## src/inc/twr_defs.svh

```systemverilog
`ifndef TWR_DEFS_SVH
`define TWR_DEFS_SVH

// ----------------------------------------------------------------------
// Register map (byte addresses, one aligned word each)
// ----------------------------------------------------------------------
`define TWR_APB_AW 8
`define TWR_OFF_OWN_ADDR 8'h00
`define TWR_OFF_CONTROL 8'h04
`define TWR_OFF_CODE 8'h08
`define TWR_OFF_BUFFER 8'h0c

// ----------------------------------------------------------------------
// Control register fields
// ----------------------------------------------------------------------
`define TWR_CTL_DONE 7
`define TWR_CTL_ACK_EN 6
`define TWR_CTL_CLAIM 5
`define TWR_CTL_HALT 4
`define TWR_CTL_WCOL 3
`define TWR_CTL_UNIT_EN 2
`define TWR_CTL_IRQ_EN 0

// Own address register: broadcast accept in bit 0
`define TWR_OWN_GCE 0

// ----------------------------------------------------------------------
// Condition codes, prescaler field masked to zero on read
// ----------------------------------------------------------------------
`define TWR_CODE_IDLE 8'hf8
`define TWR_CODE_OWN_W 8'h60
`define TWR_CODE_LOST_OWN_W 8'h68
`define TWR_CODE_GC 8'h70
`define TWR_CODE_LOST_GC 8'h78
`define TWR_CODE_DATA_ACK 8'h80
`define TWR_CODE_DATA_NACK 8'h88
`define TWR_CODE_GC_DATA_ACK 8'h90
`define TWR_CODE_GC_DATA_NACK 8'h98
`define TWR_CODE_MASK 8'hf8

// ----------------------------------------------------------------------
// Bit counting and reset values
// ----------------------------------------------------------------------
`define TWR_BITS_PER_BYTE 4'h8
`define TWR_BROADCAST_ADDR 7'h00
`define TWR_RST_BYTE 8'h00
`define TWR_RST_WORD 32'h0000_0000

`endif

```

## src/inc/twr_pkg.sv

```systemverilog
package twr_pkg;

  // ----------------------------------------------------------------------
  // Receiver states
  // ----------------------------------------------------------------------
  typedef enum logic [2:0] {
    TWR_IDLE,
    TWR_ADDR,
    TWR_ADDR_ACK,
    TWR_DATA,
    TWR_DATA_ACK,
    TWR_HOLD,
    TWR_IGNORE
  } twr_state_t;

endpackage

```

## src/verilog/twr_sync.sv

```systemverilog
module twr_sync #(
  parameter int W = 2
) (
  input wire logic core_clk,
  input wire logic reset,
  input wire logic [W-1:0] d,
  output logic [W-1:0] q
);

  logic [W-1:0] meta_q;
  logic [W-1:0] meta_d;
  logic [W-1:0] q_d;

  // Two stages; first stage feeds only the second
  always_comb begin
    meta_d = d;
    q_d = meta_q;
  end

  always_ff @(posedge core_clk or posedge reset) begin
    if (reset) begin
      meta_q <= '1;
      q <= '1;
    end else begin
      meta_q <= meta_d;
      q <= q_d;
    end
  end

endmodule

```

## src/verilog/twr_top.sv

```systemverilog
`include "twr_defs.svh"
// Function
// respond only when upper seven address bits match
// bit zero enables broadcast address response
// software sets unit enable first
// software sets acknowledge enable for addressing
// software writes claim and halt zero
// write bit enters receive, read enters transmit
// own write address sets done, valid code
// lost arbitration reports 0x68 or 0x78
// cleared acknowledge enable gives data not-acknowledge
// no address acknowledge while acknowledge enable low
// unit clock stopped in deep sleep
// sleeping address match acknowledged and wakes part
// hold clock low until done cleared
// done cleared by writing one
// byte buffer stale after address wake-up
// code 0x60 own write address acknowledged
// code 0x70 broadcast address acknowledged
// code 0x80 data byte acknowledged
// code 0x88 then unaddressed without recognition
// prescaler bits of code read as zero
// after 0x88 acknowledge enable restores recognition
// after 0x88 claim bit requests start
// code stable, clock stretched while done set
module twr_top
  import twr_pkg::*;
(
  input wire logic core_clk,
  input wire logic reset,
  input wire logic psel,
  input wire logic penable,
  input wire logic pwrite,
  input wire logic [`TWR_APB_AW-1:0] paddr,
  input wire logic [31:0] pwdata,
  output logic [31:0] prdata,
  output logic pready,
  output logic pslverr,
  input wire logic scl_i,
  output logic scl_o,
  output logic scl_oe,
  input wire logic sda_i,
  output logic sda_o,
  output logic sda_oe,
  input wire logic arb_lost,
  input wire logic sleep_active,
  input wire logic sleep_idle,
  output logic unit_clk_stop,
  output logic wake_req,
  output logic target_transmit,
  output logic start_req
);

  // ----------------------------------------------------------------------
  // Bus pin synchronisers and edge finding
  // ----------------------------------------------------------------------
  logic scl_s, sda_s;
  logic scl_prev_q, sda_prev_q, scl_prev_d, sda_prev_d;
  logic busy_q, busy_d;
  logic scl_rise, scl_fall, start_det, stop_det;

  twr_sync #(.W(2)) u_sync (
    .core_clk(core_clk),
    .reset(reset),
    .d({scl_i, sda_i}),
    .q({scl_s, sda_s})
  );

  // Conditions seen on the synchronised lines only
  always_comb begin
    scl_prev_d = scl_s;
    sda_prev_d = sda_s;
    scl_rise = scl_s & ~scl_prev_q;
    scl_fall = ~scl_s & scl_prev_q;
    start_det = scl_s & scl_prev_q & sda_prev_q & ~sda_s;
    stop_det = scl_s & scl_prev_q & ~sda_prev_q & sda_s;
    busy_d = start_det ? 1'b1 : (stop_det ? 1'b0 : busy_q);
  end

  always_ff @(posedge core_clk or posedge reset) begin
    if (reset) begin
      scl_prev_q <= 1'b1;
      sda_prev_q <= 1'b1;
      busy_q <= 1'b0;
    end else begin
      scl_prev_q <= scl_prev_d;
      sda_prev_q <= sda_prev_d;
      busy_q <= busy_d;
    end
  end

  // ----------------------------------------------------------------------
  // Software registers
  // ----------------------------------------------------------------------
  logic [7:0] own_q, own_d, code_q, code_d, buf_q, buf_d, shift_q, shift_d;
  logic ack_en_q, ack_en_d, claim_q, claim_d, halt_q, halt_d;
  logic wcol_q, wcol_d, en_q, en_d, irq_en_q, irq_en_d, done_q, done_d;
  logic [31:0] rdata_q, rdata_d;
  logic setup, access, wr_own, wr_ctl, wr_buf, mapped;
  logic done_set, buf_load;
  logic [7:0] code_new;

  // Address test of a received byte against the own address word
  function automatic logic own_hit(input logic [7:0] rx, input logic [7:0] own);
    own_hit = (rx[7:1] == own[7:1]);
  endfunction

  function automatic logic gc_hit(input logic [7:0] rx, input logic [7:0] own);
    gc_hit = (rx[7:1] == `TWR_BROADCAST_ADDR) & own[`TWR_OWN_GCE];
  endfunction

  // Zero-wait slave: read data captured in setup, answered in access
  always_comb begin
    setup = psel & ~penable;
    access = psel & penable;
    mapped = (paddr == `TWR_OFF_OWN_ADDR) | (paddr == `TWR_OFF_CONTROL) |
             (paddr == `TWR_OFF_CODE) | (paddr == `TWR_OFF_BUFFER);
    wr_own = access & pwrite & (paddr == `TWR_OFF_OWN_ADDR);
    wr_ctl = access & pwrite & (paddr == `TWR_OFF_CONTROL);
    wr_buf = access & pwrite & (paddr == `TWR_OFF_BUFFER);
    pready = access;
    pslverr = access & ~mapped;
    prdata = rdata_q;
    rdata_d = rdata_q;
    if (setup) begin
      rdata_d = `TWR_RST_WORD;
      case (paddr)
        `TWR_OFF_OWN_ADDR: rdata_d[7:0] = own_q;
        `TWR_OFF_CONTROL: begin
          rdata_d[`TWR_CTL_DONE] = done_q;
          rdata_d[`TWR_CTL_ACK_EN] = ack_en_q;
          rdata_d[`TWR_CTL_CLAIM] = claim_q;
          rdata_d[`TWR_CTL_HALT] = halt_q;
          rdata_d[`TWR_CTL_WCOL] = wcol_q;
          rdata_d[`TWR_CTL_UNIT_EN] = en_q;
          rdata_d[`TWR_CTL_IRQ_EN] = irq_en_q;
        end
        `TWR_OFF_CODE: rdata_d[7:0] = code_q & `TWR_CODE_MASK;
        `TWR_OFF_BUFFER: rdata_d[7:0] = buf_q;
        default: rdata_d = `TWR_RST_WORD;
      endcase
    end
    own_d = wr_own ? pwdata[7:0] : own_q;
    ack_en_d = wr_ctl ? pwdata[`TWR_CTL_ACK_EN] : ack_en_q;
    claim_d = wr_ctl ? pwdata[`TWR_CTL_CLAIM] : claim_q;
    halt_d = wr_ctl ? pwdata[`TWR_CTL_HALT] : halt_q;
    en_d = wr_ctl ? pwdata[`TWR_CTL_UNIT_EN] : en_q;
    irq_en_d = wr_ctl ? pwdata[`TWR_CTL_IRQ_EN] : irq_en_q;
    // Hardware set beats a software clear in the same cycle
    if (done_set) begin
      done_d = 1'b1;
    end else if (wr_ctl & pwdata[`TWR_CTL_DONE]) begin
      done_d = 1'b0;
    end else begin
      done_d = done_q;
    end
    // Buffer writes only allowed while the flag is up
    wcol_d = wr_buf ? ~done_q : wcol_q;
    buf_d = buf_q;
    if (wr_buf & done_q) begin
      buf_d = pwdata[7:0];
    end
    if (buf_load) begin
      buf_d = shift_q;
    end
    // Code changes only when the flag sets
    code_d = done_set ? code_new : code_q;
  end

  always_ff @(posedge core_clk or posedge reset) begin
    if (reset) begin
      own_q <= `TWR_RST_BYTE;
      ack_en_q <= 1'b0;
      claim_q <= 1'b0;
      halt_q <= 1'b0;
      wcol_q <= 1'b0;
      en_q <= 1'b0;
      irq_en_q <= 1'b0;
      done_q <= 1'b0;
      code_q <= `TWR_CODE_IDLE;
      buf_q <= `TWR_RST_BYTE;
      rdata_q <= `TWR_RST_WORD;
    end else begin
      own_q <= own_d;
      ack_en_q <= ack_en_d;
      claim_q <= claim_d;
      halt_q <= halt_d;
      wcol_q <= wcol_d;
      en_q <= en_d;
      irq_en_q <= irq_en_d;
      done_q <= done_d;
      code_q <= code_d;
      buf_q <= buf_d;
      rdata_q <= rdata_d;
    end
  end

  // ----------------------------------------------------------------------
  // Target receiver
  // ----------------------------------------------------------------------
  twr_state_t state_q, state_d;
  logic [3:0] cnt_q, cnt_d;
  logic gc_q, gc_d, lost_q, lost_d, nack_q, nack_d, woke_q, woke_d;
  logic pend_q, pend_d, sda_drv_q, sda_drv_d;
  logic byte_end, hit, accept, deep_sleep;

  always_comb begin
    state_d = state_q;
    cnt_d = cnt_q;
    shift_d = shift_q;
    gc_d = gc_q;
    nack_d = nack_q;
    woke_d = woke_q;
    sda_drv_d = sda_drv_q;
    done_set = 1'b0;
    buf_load = 1'b0;
    code_new = code_q;
    wake_req = 1'b0;
    target_transmit = 1'b0;
    deep_sleep = sleep_active & ~sleep_idle;
    unit_clk_stop = deep_sleep;
    byte_end = scl_fall & (cnt_q == `TWR_BITS_PER_BYTE);
    hit = own_hit(shift_q, own_q) | gc_hit(shift_q, own_q);
    accept = en_q & ack_en_q & hit;
    lost_d = arb_lost ? 1'b1 : lost_q;
    // Restart after a flag clear that left the unit unaddressed
    pend_d = pend_q;
    if (~busy_q & pend_q) begin
      pend_d = 1'b0;
    end
    // Shifting stops after eight bits so the ack clock leaves the byte intact
    if (scl_rise && (cnt_q < `TWR_BITS_PER_BYTE)) begin
      shift_d = {shift_q[6:0], sda_s};
      cnt_d = cnt_q + 4'h1;
    end
    case (state_q)
      TWR_IDLE, TWR_IGNORE: begin
        sda_drv_d = 1'b0;
      end
      TWR_ADDR: begin
        if (byte_end) begin
          if (accept & ~shift_q[0]) begin
            state_d = TWR_ADDR_ACK;
            sda_drv_d = 1'b1;
            gc_d = ~own_hit(shift_q, own_q);
            if (deep_sleep) begin
              wake_req = 1'b1;
              woke_d = 1'b1;
            end
          end else begin
            target_transmit = accept & shift_q[0];
            state_d = TWR_IGNORE;
          end
        end
      end
      TWR_ADDR_ACK: begin
        if (scl_fall) begin
          state_d = TWR_HOLD;
          sda_drv_d = 1'b0;
          done_set = 1'b1;
          nack_d = 1'b0;
          lost_d = 1'b0;
          if (gc_q) begin
            code_new = lost_q ? `TWR_CODE_LOST_GC : `TWR_CODE_GC;
          end else begin
            code_new = lost_q ? `TWR_CODE_LOST_OWN_W : `TWR_CODE_OWN_W;
          end
        end
      end
      TWR_DATA: begin
        if (byte_end) begin
          state_d = TWR_DATA_ACK;
          sda_drv_d = ack_en_q;
          nack_d = ~ack_en_q;
        end
      end
      TWR_DATA_ACK: begin
        if (scl_fall) begin
          state_d = TWR_HOLD;
          sda_drv_d = 1'b0;
          done_set = 1'b1;
          buf_load = ~woke_q;
          if (gc_q) begin
            code_new = nack_q ? `TWR_CODE_GC_DATA_NACK : `TWR_CODE_GC_DATA_ACK;
          end else begin
            code_new = nack_q ? `TWR_CODE_DATA_NACK : `TWR_CODE_DATA_ACK;
          end
        end
      end
      TWR_HOLD: begin
        // Clock held low until software drops the flag
        if (~done_q) begin
          woke_d = 1'b0;
          cnt_d = 4'h0;
          if (nack_q) begin
            state_d = TWR_IDLE;
            pend_d = claim_q;
          end else begin
            state_d = TWR_DATA;
          end
        end
      end
      default: begin
        state_d = TWR_IDLE;
      end
    endcase
    // Bus conditions override, except while stretching
    if (state_q != TWR_HOLD) begin
      if (start_det & en_q) begin
        state_d = TWR_ADDR;
        cnt_d = 4'h0;
        sda_drv_d = 1'b0;
      end else if (stop_det) begin
        state_d = TWR_IDLE;
        sda_drv_d = 1'b0;
        lost_d = 1'b0;
      end
    end
    if (~en_q) begin
      state_d = TWR_IDLE;
      sda_drv_d = 1'b0;
    end
  end

  always_ff @(posedge core_clk or posedge reset) begin
    if (reset) begin
      state_q <= TWR_IDLE;
      cnt_q <= 4'h0;
      shift_q <= `TWR_RST_BYTE;
      gc_q <= 1'b0;
      lost_q <= 1'b0;
      nack_q <= 1'b0;
      woke_q <= 1'b0;
      pend_q <= 1'b0;
      sda_drv_q <= 1'b0;
    end else begin
      state_q <= state_d;
      cnt_q <= cnt_d;
      shift_q <= shift_d;
      gc_q <= gc_d;
      lost_q <= lost_d;
      nack_q <= nack_d;
      woke_q <= woke_d;
      pend_q <= pend_d;
      sda_drv_q <= sda_drv_d;
    end
  end

  // Open-drain drive: only ever pull low
  always_comb begin
    scl_o = 1'b0;
    sda_o = 1'b0;
    scl_oe = (state_q == TWR_HOLD);
    sda_oe = sda_drv_q;
    start_req = pend_q & ~busy_q;
  end
endmodule
```

## config.mk

```make
export PLATFORM = sky130hd
export DESIGN_NAME = twr_top
export DESIGN_NICKNAME = d
export VERILOG_FILES = /design/src/inc/twr_pkg.sv /design/src/verilog/twr_sync.sv /design/src/verilog/twr_top.sv
export VERILOG_INCLUDE_DIRS = /design/src /design/src/inc
export SDC_FILE = /design/constraint.sdc
export NUM_CORES = 1
export LEC_CHECK = 0
export BUFFER_PORTS_ARGS = -buffer_cell sky130_fd_sc_hd__clkbuf_2
export CORE_ASPECT_RATIO = 1.5
export CORE_MARGIN = 2
export CORE_UTILIZATION = 50
export DETAILED_ROUTE_END_ITERATION = 7
export PLACE_DENSITY = 0.78
export SLEW_MARGIN = 10
export SYNTH_ARGS = -nofsm -noshare
export SYNTH_HDL_FRONTEND = slang
export SYNTH_HIERARCHICAL = 1
export SYNTH_SLANG_ARGS = --single-unit
```

## constraint.sdc

```tcl
create_clock -name core_clk -period 3.5 [get_ports core_clk]
set_input_delay 1.05 -clock core_clk [delete_from_list [all_inputs] [get_ports core_clk]]
set_output_delay 1.05 -clock core_clk [all_outputs]
set_load 0.05 [all_outputs]
```

==> results.py <==
metrics = {
    "run_status": {
        "status": "finished clean",
    },
    "timing": {
        "grt_setup_unrepaired": "false",
        "fin_crit_ps": 3220,
        "worstMarginPinSlew_ps": 557,
        "hold_viol_final": 0,
        "tns_ps": 0,
        "max-slew-margin-rel": 0.627,
        "clock_skew_ps": 5.64,
        "setup_viol": 0,
        "clock.fmax_mhz": 310,
        "period_share": 0.921,
        "finalMaxSlewViolations": 0,
    },
    "floorplan": {
        "dieArea_um2": 7480,
        "ios": 92,
        "initial_utilization": 0.520,
        "fp.dieH_um": 105,
        "core_um2": 6530,
        "num_rows": 36,
        "die_w_um": 71.3,
    },
    "setup_path": {
        "crit_path_cell_trace": "nor2b_4, nand3_2, nor4_1, and3_1, clkbuf_2",
        "arrival_ps": 2170,
        "crit_slowest_cell": "dfstp_2",
        "setup.worst_path.end_class": "output pin",
        "critPathLaunchType": "flip-flop",
        "path_class": "reg2out",
        "r2r_slack_ps": 1030,
        "cp_max_fo": 7,
        "cp_num_buf_inv": 1,
        "crit_family": "simple AND/OR/NAND/NOR gates",
        "required_ps": 2450,
        "slowest_delay_ps": 580,
    },
    "clocking": {
        "cts_resized": 0,
        "postCtsHoldBufs": 0,
        "cts_tree": "built",
        "clock-sinks": 63,
        "htree_num_levels": 3,
        "cts_setup_buffers": 0,
        "cts-root-buf": "clkbuf_8",
        "cts_buffers": 9,
        "clockBufferDepth": 2,
        "worstSkewPairLatency_ps": 340,
        "cts.clk_slew.worst_paths_ps": 60,
    },
    "global_routing": {
        "antenna_found_initial": 0,
        "grt_pass1_vias": 2416,
        "grt.overflow.total": 0,
        "grt_pass1_wl_um": 11800,
        "gr-usage-all-layers": 0.204,
        "grt_max_degree": 22,
    },
    "routing": {
        "drc_errors": 0,
        "vias": 2362,
        "drt_iter0_markers": 169,
        "final_antenna_net_count": 0,
        "firstDrtPassIters": 4,
        "post_drt_wl_per_cell_um": 16.8,
        "wl_um": 7080,
        "vias_per_cell": 5.61,
    },
    "power_and_ir_drop": {
        "p_sw_frac": 0.289,
        "p_clk_frac": 0.358,
        "intPower_mw": 1.37,
        "power.share.combinational": 0.165,
        "cellPowerDensity_nw_per_um2": 509,
        "ir_worst_vdd_mv": 0.482,
        "leakagePower_nw": 1.77,
        "switchingPower_mw": 0.558,
        "p_seq_frac": 0.477,
    },
    "placement": {
        "place_hpwl_um": 5270,
        "globalplace.congestion": 0.879,
        "portBuffers": 41,
        "dp.cells": 405,
    },
    "synthesis": {
        "synthAdderAreaFrac": 0.00737,
        "synth_top_family_by_area": "multiplexers",
        "synth.avg_cell_area_um2": 11.5,
        "syn_area_um2": 3400,
        "synth_xor_area_frac": 0.0258,
        "ys.flop_type": "dfrtp_1",
        "ys_types": 55,
        "yosysSeqAreaShare": 0.468,
        "syn_inst": 296,
        "synth_compound_area_frac": 0.106,
        "async_reset_ff_frac": 1.00,
        "muxShareOfSynthArea": 0.184,
        "ys_ff_latch": 63,
        "synth-warning-count": 6,
        "yosys.area_share.simple": 0.127,
        "synth_edf_count": 0,
    },
    "layout": {
        "fin_cells": 421,
        "area_growth_pct": 11.8,
        "drive_above_1_share": 0.371,
        "final_cell_mix": "dfrtp_1 (53), clkbuf_2 (41), mux2_2 (34), conb_1 (26), nor2_1 (18)",
        "n_antenna_cell": 0,
        "fillers": 550,
        "nets": 392,
        "final_common_cell": "dfrtp_1",
    },
    "run": {
        "drv_cap": 0,
    },
    "hold_path": {
        "hold_class": "reg2reg",
    },
}
-- area by class of cell --
type,count,area (um2),area share
multi-input cells,215,1630,0.430
clock buffers,14,193,0.0507
repair buffers,44,228,0.0600
inverters,7,26.3,0.00692
well taps,76,95.1,0.0250
clock inverters,2,35.0,0.00923
flip-flops and latches,63,1590,0.418
-- synthesized netlist by cell type (2+ instances only) --
library cell  number  share of area
ha_1               2         0.0074
nand4_1            2         0.0037
mux4_2             5          0.033
a21oi_1           13          0.019
o21ai_0           13          0.019
nor3b_1            3         0.0066
nand3_1            3         0.0044
mux2_2            34           0.11
inv_1              7         0.0077
nand2_1           17          0.019
dfrtp_1           53           0.39
clkbuf_1           5         0.0055
o31ai_1            2         0.0044
nor4_1             4         0.0074
a22o_1             9          0.023
o22ai_1            3         0.0055
nor2_1            18          0.020
and3_1             4         0.0074
xnor2_1            9          0.023
a2bb2oi_1          2         0.0052
nor2b_1            3         0.0055
mux2_4             8          0.035
nor3_1             3         0.0044
nand2b_1           4         0.0074
buf_6              2         0.0066
buf_1              2         0.0022
dfstp_2           10          0.077
buf_4             26          0.057
and2_1             4         0.0074
-- state kept, by name, indices dropped and copies added, names as in the netlist, 2 cells and up --
signal / flops
state_q: 3
u_sync/q: 2
prdata: 8
u_sync/meta_q: 2
shift_q: 8
code_q: 4
cnt_q: 4
own_q: 8
buf_q: 8
-- layer usage --
metal  vias to the layer above  share of wire  GRT usage
met2                        91           0.51      0.329
met3                        24          0.050     0.0579
li1                       1104              -          -
met4                         0          0.047      0.125
met1                      1143           0.39      0.236
met5                         -              0          0
-- kinds of logic after synthesis --
| group | count (synthesis) |
|---|---|
| and+or+nand+nor | 75 |
| DFF | 63 |
| AOI/OAI and AO/OA | 54 |
| muxes | 48 |
| buffers and inverters | 43 |
| xor gates and xnor gates | 10 |
| adders and majority gates | 2 |
| other | 1 |
-- worst register-to-register path, cell delays in order, from the launching register on --
cell and delay (ps):
dfstp_2 580, nor2b_4 250, nand2b_2 180, nor3_4 490, a41o_1 510, mux2_4 350
-- per-stage QoR --
step                utilization  power, mW  setup WS (ps)  area [um2]  hold WS [ps]
detailed placement        0.546       1.25            435        3560           348
CTS                       0.581       1.95            201        3790           357
global placement          0.546       1.23            459        3560           347
floorplan                     -       1.18           56.9        3490           345
global route              0.581       2.03            106        3800           369
finish                    0.581       1.93            277        3800           357
-- worst paths after layout --
kind,start,to,cells after the start
min in group asynchronous,reset,sda_oe,2
min,u_sync/meta_q[0],u_sync/q[0],0
max reg2reg,scl_prev_q,buf_q[6],5
max,scl_prev_q,wake_req,5
max in group asynchronous,reset,code_q[4],3
min reg2reg,u_sync/meta_q[0],u_sync/q[0],0
-- power by group through the flow --
stage / clock network, mW / logic (mW) / registers, mW
2_1_floorplan: 0 / 0.284 / 0.892
3_3_place_gp: 0 / 0.307 / 0.926
3_5_place_dp: 0 / 0.319 / 0.932
4_1_cts: 0.705 / 0.323 / 0.920
5_1_grt: 0.744 / 0.350 / 0.938
6_report: 0.693 / 0.318 / 0.921
Power figures use the tool's default switching activity.
